==> src/common/an_status_pkg.sv <==
/*
 * package for the negotiation status register bank: offsets, field positions,
 * reset values and the carrier types shared by the design.
 * assumes a 16-bit management register space indexed by a 5-bit address.
 */
package an_status_pkg;

    localparam int          ADDR_W                 = 5;
    localparam int          DATA_W                 = 16;
    localparam logic [4:0]  PARTNER_PAGE_ADDR      = 5'h05;
    localparam logic [4:0]  EXPANSION_ADDR         = 5'h06;

    localparam int          PG_FURTHER_BIT         = 15;
    localparam int          PG_ACK_BIT             = 14;
    localparam int          PG_MESSAGE_BIT         = 13;
    localparam int          PG_COMPLY_BIT          = 12;
    localparam int          PG_TOGGLE_BIT          = 11;
    localparam int          PG_CODE_MSB            = 10;

    localparam int          EX_FAULT_BIT           = 4;
    localparam int          EX_PARTNER_EXTRA_BIT   = 3;
    localparam int          EX_LOCAL_EXTRA_BIT     = 2;
    localparam int          EX_PAGE_RX_BIT         = 1;
    localparam int          EX_PARTNER_NEG_BIT     = 0;

    localparam logic [10:0] CODE_RESET             = 11'h000;
    localparam logic [15:0] READ_ZERO              = 16'h0000;
    localparam logic        LOCAL_EXTRA_VALUE      = 1'b1;

    // fields captured from a received next page
    typedef struct packed {
        logic        further_page_request;
        logic        ack;
        logic        message_page_flag;
        logic        comply_ability_flag;
        logic        toggle;
        logic [10:0] code;
    } page_word_t;

    // status levels from the negotiation logic
    typedef struct packed {
        logic parallel_detect_fault;
        logic partner_extra_page_capable;
        logic partner_negotiation_capable;
    } neg_status_t;

    typedef struct packed {
        logic [4:0]  addr;
        logic [15:0] wdata;
        logic        wr;
        logic        rd;
    } mgmt_req_t;

endpackage : an_status_pkg

==> src/core/autoneg_partner_page_status.sv <==
/*
 * status register bank for the partner next page view and the expansion
 * status register of the negotiation function.
 * assumes the negotiation logic runs on clk_i and presents a one-cycle
 * page_valid_i pulse with the received page word; status inputs are levels
 * from the same clock domain.
 */
// Our own choice: strobed register access.
`timescale 1ns/10ps
// How it works
// - ack bit follows received pages, hardware only
// - bit 13 shows message page flag
// - bit 12 shows partner comply ability
// - bit 11 shows received toggle value
// - bits 10:0 hold partner page code
// - expansion bits 15:5 read zero
// - expansion bit 4 shows parallel detect fault
// - expansion bit 3 partner next page able
// - expansion bit 2 constant one
// - page received flag, clear on read
// - expansion bit 0 partner negotiation able
// - partner page view at address 05h
// - bit 15 shows further page request
module autoneg_partner_page_status
    import an_status_pkg::*;
#(
    parameter int ADDR_WIDTH = ADDR_W,
    parameter int DATA_WIDTH = DATA_W
)
(
    input  wire logic                  clk_i,
    input  wire logic                  reset_i,
    input  wire logic [ADDR_WIDTH-1:0] addr_i,
    input  wire logic [DATA_WIDTH-1:0] wdata_i,
    input  wire logic                  wr_i,
    input  wire logic                  rd_i,
    output logic      [DATA_WIDTH-1:0] rdata_o,
    input  wire logic                  page_valid_i,
    input  wire page_word_t            page_word_i,
    input  wire neg_status_t           neg_status_i
);

    ////////////////////////////////////////////////////////////////////////////
    // the carrier structs fix both widths, so no other width can be served
    if (ADDR_WIDTH != ADDR_W || DATA_WIDTH != DATA_W) begin : gen_width_check
        $error("register bus widths must match the package carriers");
    end

    ////////////////////////////////////////////////////////////////////////////
    typedef struct packed {
        page_word_t  page;
        neg_status_t stat;
        logic        page_rx;
        logic [15:0] rdata;
    } state_t;

    state_t      cur;
    state_t      next_cur;
    mgmt_req_t   req;
    logic [15:0] page_view;
    logic [15:0] exp_view;
    logic        rd_exp;
    logic        rd_page;

    assign req = '{addr: addr_i, wdata: wdata_i, wr: wr_i, rd: rd_i};

    ////////////////////////////////////////////////////////////////////////////
    // register views
    always_comb begin
        page_view                        = READ_ZERO;
        page_view[PG_FURTHER_BIT]        = cur.page.further_page_request;
        page_view[PG_ACK_BIT]            = cur.page.ack;
        page_view[PG_MESSAGE_BIT]        = cur.page.message_page_flag;
        page_view[PG_COMPLY_BIT]         = cur.page.comply_ability_flag;
        page_view[PG_TOGGLE_BIT]         = cur.page.toggle;
        page_view[PG_CODE_MSB:0]         = cur.page.code;
        exp_view                         = READ_ZERO;
        exp_view[EX_FAULT_BIT]           = cur.stat.parallel_detect_fault;
        exp_view[EX_PARTNER_EXTRA_BIT]   = cur.stat.partner_extra_page_capable;
        exp_view[EX_LOCAL_EXTRA_BIT]     = LOCAL_EXTRA_VALUE;
        exp_view[EX_PAGE_RX_BIT]         = cur.page_rx;
        exp_view[EX_PARTNER_NEG_BIT]     = cur.stat.partner_negotiation_capable;
    end

    assign rd_exp = req.rd && (req.addr == EXPANSION_ADDR);
    assign rd_page = req.rd && (req.addr == PARTNER_PAGE_ADDR);

    ////////////////////////////////////////////////////////////////////////////
    // next state; writes are ignored everywhere
    always_comb begin
        next_cur      = cur;
        next_cur.stat = neg_status_i;
        if (page_valid_i) begin
            next_cur.page = page_word_i;
        end
        if (page_valid_i) begin
            next_cur.page_rx = 1'b1;
        end else if (rd_exp) begin
            next_cur.page_rx = 1'b0;
        end
        next_cur.rdata = READ_ZERO;
        if (req.rd) begin
            case (req.addr)
                PARTNER_PAGE_ADDR: begin
                    next_cur.rdata = page_view;
                end
                EXPANSION_ADDR: begin
                    next_cur.rdata = exp_view;
                end
                default: begin
                    next_cur.rdata = READ_ZERO;
                end
            endcase
        end
    end

    always_ff @(posedge clk_i) begin
        if (reset_i) begin
            cur.page.further_page_request <= 1'b0;
            cur.page.ack                  <= 1'b0;
            cur.page.message_page_flag    <= 1'b0;
            cur.page.comply_ability_flag  <= 1'b0;
            cur.page.toggle               <= 1'b0;
            cur.page.code                 <= CODE_RESET;
            cur.stat                      <= '0;
            cur.page_rx                   <= 1'b0;
            cur.rdata                     <= READ_ZERO;
        end else begin
            cur <= next_cur;
        end
    end

    assign rdata_o = cur.rdata;

    ////////////////////////////////////////////////////////////////////////////
    // checks
    chk_page_sets_flag: assert property (@(posedge clk_i) disable iff (reset_i)
        page_valid_i |=> cur.page_rx)
        else $error("page did not set received flag");

    chk_read_clears_flag: assert property (@(posedge clk_i) disable iff (reset_i)
        (rd_exp && !page_valid_i) |=> !cur.page_rx)
        else $error("read did not clear received flag");

    chk_read_old_flag: assert property (@(posedge clk_i) disable iff (reset_i)
        rd_exp |=> rdata_o[EX_PAGE_RX_BIT] == $past(cur.page_rx))
        else $error("read did not return old flag");

    chk_local_extra_one: assert property (@(posedge clk_i) disable iff (reset_i)
        rd_exp |=> rdata_o[EX_LOCAL_EXTRA_BIT])
        else $error("local next page bit not one");

    chk_exp_upper_zero: assert property (@(posedge clk_i) disable iff (reset_i)
        rd_exp |=> rdata_o[15:5] == 11'h000)
        else $error("expansion upper bits not zero");

    chk_fault_follows: assert property (@(posedge clk_i) disable iff (reset_i)
        !reset_i ##1 rd_exp |=> rdata_o[EX_FAULT_BIT] == $past(neg_status_i.parallel_detect_fault, 2))
        else $error("fault bit wrong");

    chk_page_view_word: assert property (@(posedge clk_i) disable iff (reset_i)
        (page_valid_i ##1 (req.rd && req.addr == PARTNER_PAGE_ADDR && !page_valid_i))
        |=> rdata_o == $past(page_word_i, 2))
        else $error("partner page view wrong");

    chk_page_held: assert property (@(posedge clk_i) disable iff (reset_i)
        !page_valid_i |=> cur.page == $past(cur.page))
        else $error("page changed without receive");

    chk_unmapped_zero: assert property (@(posedge clk_i) disable iff (reset_i)
        (req.rd && req.addr != PARTNER_PAGE_ADDR && req.addr != EXPANSION_ADDR) |=> rdata_o == 16'h0000)
        else $error("unmapped read not zero");

    ////////////////////////////////////////////////////////////////////////////
    // reset checks
    chk_reset_page_zero: assert property (@(posedge clk_i)
        reset_i
        |=> cur.page == READ_ZERO)
        else $error("page fields not cleared by reset");

    chk_reset_flag_zero: assert property (@(posedge clk_i)
        reset_i
        |=> !cur.page_rx)
        else $error("received flag not cleared by reset");

    chk_reset_read_zero: assert property (@(posedge clk_i)
        reset_i
        |=> rdata_o == READ_ZERO)
        else $error("read data not cleared by reset");

    chk_reset_stat_zero: assert property (@(posedge clk_i)
        reset_i
        |=> cur.stat == '0)
        else $error("status levels not cleared by reset");

    ////////////////////////////////////////////////////////////////////////////
    // register view checks
    chk_idle_read_zero: assert property (@(posedge clk_i) disable iff (reset_i)
        !req.rd
        |=> rdata_o == READ_ZERO)
        else $error("read data not zero without read");

    chk_further_bit: assert property (@(posedge clk_i) disable iff (reset_i)
        rd_page
        |=> rdata_o[PG_FURTHER_BIT] == $past(cur.page.further_page_request))
        else $error("further page bit wrong");

    chk_ack_bit: assert property (@(posedge clk_i) disable iff (reset_i)
        rd_page
        |=> rdata_o[PG_ACK_BIT] == $past(cur.page.ack))
        else $error("acknowledge bit wrong");

    chk_message_bit: assert property (@(posedge clk_i) disable iff (reset_i)
        rd_page
        |=> rdata_o[PG_MESSAGE_BIT] == $past(cur.page.message_page_flag))
        else $error("message page bit wrong");

    chk_comply_bit: assert property (@(posedge clk_i) disable iff (reset_i)
        rd_page
        |=> rdata_o[PG_COMPLY_BIT] == $past(cur.page.comply_ability_flag))
        else $error("comply bit wrong");

    chk_toggle_bit: assert property (@(posedge clk_i) disable iff (reset_i)
        rd_page
        |=> rdata_o[PG_TOGGLE_BIT] == $past(cur.page.toggle))
        else $error("toggle bit wrong");

    chk_code_field: assert property (@(posedge clk_i) disable iff (reset_i)
        rd_page
        |=> rdata_o[PG_CODE_MSB:0] == $past(cur.page.code))
        else $error("page code wrong");

    chk_fault_bit_view: assert property (@(posedge clk_i) disable iff (reset_i)
        rd_exp
        |=> rdata_o[EX_FAULT_BIT] == $past(cur.stat.parallel_detect_fault))
        else $error("fault bit view wrong");

    chk_partner_extra_bit: assert property (@(posedge clk_i) disable iff (reset_i)
        rd_exp
        |=> rdata_o[EX_PARTNER_EXTRA_BIT] == $past(cur.stat.partner_extra_page_capable))
        else $error("partner next page bit wrong");

    chk_partner_neg_bit: assert property (@(posedge clk_i) disable iff (reset_i)
        rd_exp
        |=> rdata_o[EX_PARTNER_NEG_BIT] == $past(cur.stat.partner_negotiation_capable))
        else $error("partner negotiation bit wrong");

    chk_stat_follows: assert property (@(posedge clk_i) disable iff (reset_i)
        !reset_i
        |=> cur.stat == $past(neg_status_i))
        else $error("status levels not registered");

    ////////////////////////////////////////////////////////////////////////////
    // received flag and page field checks
    chk_write_ignored: assert property (@(posedge clk_i) disable iff (reset_i)
        (req.wr && !page_valid_i && !rd_exp)
        |=> (cur.page == $past(cur.page) && cur.page_rx == $past(cur.page_rx)))
        else $error("write changed state");

    chk_flag_holds: assert property (@(posedge clk_i) disable iff (reset_i)
        (!page_valid_i && !rd_exp)
        |=> cur.page_rx == $past(cur.page_rx))
        else $error("received flag changed without cause");

    chk_set_beats_clear: assert property (@(posedge clk_i) disable iff (reset_i)
        (page_valid_i && rd_exp)
        |=> (cur.page_rx && rdata_o[EX_PAGE_RX_BIT] == $past(cur.page_rx)))
        else $error("clearing read beat arriving page");

    chk_page_capture: assert property (@(posedge clk_i) disable iff (reset_i)
        page_valid_i
        |=> cur.page == $past(page_word_i))
        else $error("received page not captured");

    chk_page_read_keeps_flag: assert property (@(posedge clk_i) disable iff (reset_i)
        (rd_page && !page_valid_i)
        |=> cur.page_rx == $past(cur.page_rx))
        else $error("page view read touched flag");

    chk_unmapped_keeps_flag: assert property (@(posedge clk_i) disable iff (reset_i)
        (req.rd && !rd_page && !rd_exp && !page_valid_i)
        |=> cur.page_rx == $past(cur.page_rx))
        else $error("unmapped read touched flag");

    chk_read_no_page_change: assert property (@(posedge clk_i) disable iff (reset_i)
        (req.rd && !page_valid_i)
        |=> cur.page == $past(cur.page))
        else $error("read changed page fields");

    chk_flag_visible: assert property (@(posedge clk_i) disable iff (reset_i)
        (page_valid_i ##1 rd_exp)
        |=> rdata_o[EX_PAGE_RX_BIT])
        else $error("received flag not visible");

    chk_flag_rise_by_page: assert property (@(posedge clk_i) disable iff (reset_i)
        $rose(cur.page_rx)
        |-> $past(page_valid_i))
        else $error("received flag set without page");

    chk_flag_fall_by_read: assert property (@(posedge clk_i) disable iff (reset_i)
        $fell(cur.page_rx)
        |-> ($past(rd_exp) || $past(reset_i)))
        else $error("received flag cleared without read");

endmodule : autoneg_partner_page_status

==> config.mk <==
export PLATFORM = sky130hd
export DESIGN_NAME = autoneg_partner_page_status
export DESIGN_NICKNAME = d
export VERILOG_FILES = /design/src/common/an_status_pkg.sv /design/src/core/autoneg_partner_page_status.sv
export SDC_FILE = /design/constraint.sdc
export NUM_CORES = 1
export LEC_CHECK = 0
export ABC_AREA = 1
export BUFFER_PORTS_ARGS = -buffer_cell sky130_fd_sc_hd__buf_2
export CORE_AREA = 2 2 58 60
export DETAILED_ROUTE_END_ITERATION = 8
export DIE_AREA = 0 0 60 62
export PLACE_DENSITY = 0.76
export SLEW_MARGIN = 20
export SYNTH_ARGS = -nofsm -noshare
export SYNTH_HDL_FRONTEND = slang
export SYNTH_SLANG_ARGS = --single-unit
==> constraint.sdc <==
create_clock -name clk_i -period 1.4 [get_ports clk_i]
set_clock_uncertainty 0.1 [all_clocks]
set_input_delay 0.28 -clock clk_i [delete_from_list [all_inputs] [get_ports clk_i]]
set_output_delay 0.28 -clock clk_i [all_outputs]
set_load 0.05 [all_outputs]
* Word level (Yosys, flattened, before mapping)
Cells that the tools add are included. Widths: inputs -> output; s select.
Storage, ports and cells: bits in registers 36, bits of input ports 45, output and inout port bits 16, word-level logic and storage cells 20
Operators by class: equal/unequal tests 2, multiplexer cells 3, bitwise gates (word level) 1, reduce and logical (&&, ||, !) cells 3
Operators by type and width (count):
- $pmux 16 s2 | 1
- $eq 5x3->1 const B | 2
- $mux 1 | 2
- $reduce_bool 2->1 | 1
- $reduce_or 2->1 | 1
- $logic_and 1x1->1 | 1
- $not 1->1 | 1

* Depth between registers and ports, before layout
depth after elaboration 4, mapped depth 6, depth with buffers taken out 6

* Least setup slack after synthesis
No wires, ideal clock.
kind input-to-reg, from input port addr_i[0], to register cur[16] in the netlist's numbering, library setup time 0.129 ns, data arrival time 0.847 ns, data required time 1.171 ns, setup slack 0.324 ns, stages on the path 6, path buffers 0, cell sequence inv_1 > nand2_1 > nor2_1 > nand3_1 > nand2_1 > a21oi_1
On the way: cells in the longest elaborated chain, start to end 3
RTL lines:
- from (decl) | RTL line autoneg_partner_page_status.sv:33 | input wire logic [ADDR_WIDTH-1:0] addr_i,
- $eq 5x3->1 | RTL line autoneg_partner_page_status.sv:85 | assign rd_exp = req.rd && (req.addr == EXPANSION_ADDR);
- $logic_and 1x1->1 | RTL line autoneg_partner_page_status.sv:85
- $reduce_bool 2->1 (no source line)
- to (signal assigned) | RTL line autoneg_partner_page_status.sv:129 | cur <= next_cur;
- to (decl) | RTL line autoneg_partner_page_status.sv:57 | state_t cur;
Every way passes these cells. A chain may end at the register's enable or synchronous reset.

* Worst setup path in the final report
from register cur, in the netlist rdata_o[8], to output port rdata_o[8]
RTL lines:
- to (decl) | RTL line autoneg_partner_page_status.sv:37 | output logic [DATA_WIDTH-1:0] rdata_o,
No word-level cell between the ends.

==> impl_metrics.json <==
{
  "synth_top_flop_cell": "sky130_fd_sc_hd__dfxtp_1",
  "antenna_found_initial": 0,
  "crit_path_cell_trace": "buf_2",
  "sequentialPowerShare": 0.600,
  "p_comb_frac": 0.086,
  "max-cap-violations": 0,
  "cts_buffers": 5,
  "setup_violations": 0,
  "worst_setup_hold_path_clk_slew_ps": 100,
  "cp-startpoint": "rdata_o[8]",
  "areaGrowthSynthToFinish_pct": 14.9,
  "placed_cells_incl_taps": 222,
  "grt_pass1_vias": 918,
  "cp_slowest_stage_delay_ps": 330,
  "leakage_nw": 0.716,
  "cts_resized": 0,
  "number_of_nets_produced_by_synthesis": 196,
  "worst-path-buf-inv": 1,
  "worstHoldStart": "neg_status_i[1]",
  "pwr_density_cell_nw_per_um2": 1140,
  "grt_start_max_net_pins": 18,
  "synth.top_cells.by_area": "sky130_fd_sc_hd__dfxtp_1 (52%), sky130_fd_sc_hd__nor2_1 (10%), sky130_fd_sc_hd__nor3b_2 (9.1%), sky130_fd_sc_hd__buf_4 (8.7%), sky130_fd_sc_hd__o21ai_0 (5.8%)",
  "post_route_clock_period_utilization": 0.931,
  "start_util": 0.433,
  "setup_total_negative_slack_ps": 0,
  "cell_internal_pwr_mw": 1.37,
  "post_route_cells_drive_above_1_share": 0.375,
  "dp_hpwl_um": 1700,
  "crit_fanout": 1,
  "synth-edff-count": 0,
  "boundaryPins": 61,
  "timing.critical_path.required_ps": 1020,
  "avgSynthCellArea_um2": 9.12,
  "timing_max_transition_violations_final": 0,
  "asyncSetResetFlopFracSynth": 0,
  "cp-start-kind": "register",
  "vias_after_detailed_routing": 1023,
  "via_per_inst": 4.45,
  "power.clock.fraction": 0.314,
  "yosysUniqueCellTypes": 16,
  "ir_drop_mv": 0.463,
  "tightest_slew_ps": 419,
  "postCtsSetupRepairBufs": 0,
  "route.detailed.drc": 0,
  "ys.warnings.count": 0,
  "hold_violations": 0,
  "antennaDiodeCount": 0,
  "latest_clock_arrival_within_the_worst_skew_pair_ps": 330,
  "drt.antenna.violating_nets": 0,
  "fin_crit_ps": 1300,
  "all_layer_global_routing_usage": 0.151,
  "unrepaired_setup_endpoints_after_global_routing": "no",
  "hold_path_class": "in2reg",
  "clk_path_buf_depth": 2,
  "setup_cp_type": "reg2out",
  "worstReg2RegStart": "cur[16]",
  "drt_iter0_markers": 40,
  "max_clock_freq_ghz": 0.767,
  "grt-ovfl-total": 0,
  "placementRows": 21,
  "synth_top_area_cell": "sky130_fd_sc_hd__dfxtp_1",
  "die_area_um2": 3720,
  "timing.critical_path.max_delay_family": "flip-flops",
  "fp.coreArea_um2": 3180,
  "arrival_ps": 920,
  "synthesis.area_um2": 1380,
  "most-common-layout-cells": "sky130_fd_sc_hd__buf_2 (43), sky130_fd_sc_hd__nor2_1 (37), sky130_fd_sc_hd__dfxtp_1 (36), sky130_fd_sc_hd__o21ai_0 (16)",
  "dieWidth_um": 60,
  "slew_headroom": 0.720,
  "synthDominantCellAreaShare": 0.523,
  "crit_path_end_kind": "output port",
  "p_sw_mw": 0.428,
  "cts_htree_levels": 2,
  "average_wire_length_per_cell_after_detail_routing_um": 10.6,
  "layout_commonest_cell": "sky130_fd_sc_hd__buf_2",
  "firstDrtPassIters": 4,
  "grt_pass1_wl_um": 3970,
  "post_synth_inst_count": 151,
  "finalWeightedCongestion": 0.743,
  "postCtsHoldBufs": 0,
  "status": "finished clean",
  "numClockSinks": 36,
  "root_buffer": "sky130_fd_sc_hd__clkbuf_4",
  "die_height_um": 62,
  "slowest_stage": "sky130_fd_sc_hd__dfxtp_1",
  "final-instance-count-excl-fill": 230,
  "place.port_buffers": 43,
  "nets": 228,
  "cts_tree": "done",
  "totalWireLength_um": 2440,
  "synth-seq-cells": 36,
  "synth_seq_area_share": 0.523,
  "power_switching_share": 0.238
}
## layer usage
metal	share of wire	vias to the layer above	global-route usage
met5	0	-	0
met4	0.028	0	0.105
met3	0.051	7	0.0373
met2	0.49	29	0.245
met1	0.43	452	0.175
li1	-	535	-
## final cells by class
type,count,area (um2)
fillers,301,1600
flip-flops and latches,36,721
multi-input cells,86,472
repair buffers,47,245
well taps,46,57.6
clock buffers,6,51.3
inverters,7,26.3
clock inverters,2,10.0
## registers in the layout, indices dropped and copies added (netlist names)
register	cells
cur	20
rdata_o	16
## synth_stat cells (2+ instances only)
| cell | instances |
|---|---|
| sky130_fd_sc_hd__buf_6 | 2 |
| sky130_fd_sc_hd__o21ai_0 | 16 |
| sky130_fd_sc_hd__nand2_2 | 2 |
| sky130_fd_sc_hd__buf_4 | 16 |
| sky130_fd_sc_hd__nand3_1 | 10 |
| sky130_fd_sc_hd__inv_1 | 6 |
| sky130_fd_sc_hd__nor2_1 | 37 |
| sky130_fd_sc_hd__clkbuf_1 | 3 |
| sky130_fd_sc_hd__nand2_1 | 3 |
| sky130_fd_sc_hd__dfxtp_1 | 36 |
| sky130_fd_sc_hd__nor3b_2 | 10 |
| sky130_fd_sc_hd__a21oi_1 | 6 |
## final timing paths
path	slack (ps)	end	cells after the start
worst max-delay path	100	rdata_o[8]	1
worst min-delay path	40	cur[18]	3
worst max register to register	640	rdata_o[1]	2
worst min register to register	370	cur[16]	2
## kinds of logic after synthesis
family	count (synthesis)	share of synthesized area
AOI/OAI and AO/OA	22	0.0799
DFF	36	0.523
buffers and inverters	29	0.134
and+or+nand+nor	64	0.262
## metrics by stage
stage	power, mW	worst slack [ps]	hold slack [ps]	utilization	instance area [um2]
4_1_cts	1.81	72.1	40.0	0.498	1580
6_report	1.80	96.2	43.3	0.498	1580
3_5_place_dp	1.26	68.2	359	0.479	1520
2_1_floorplan	1.19	324	249	-	1380
5_1_grt	1.89	39.7	34.4	0.498	1580
3_3_place_gp	1.25	118	357	0.479	1520
## power by group through the flow
stage | clock [mW] | combinational (mW) | sequential, mW
6_report | 0.565 | 0.154 | 1.08
5_1_grt | 0.625 | 0.176 | 1.08
4_1_cts | 0.575 | 0.156 | 1.08
3_5_place_dp | 0 | 0.155 | 1.10
3_3_place_gp | 0 | 0.152 | 1.10
2_1_floorplan | 0 | 0.0929 | 1.10
Note: power is estimated with default switching activity, not from simulation.
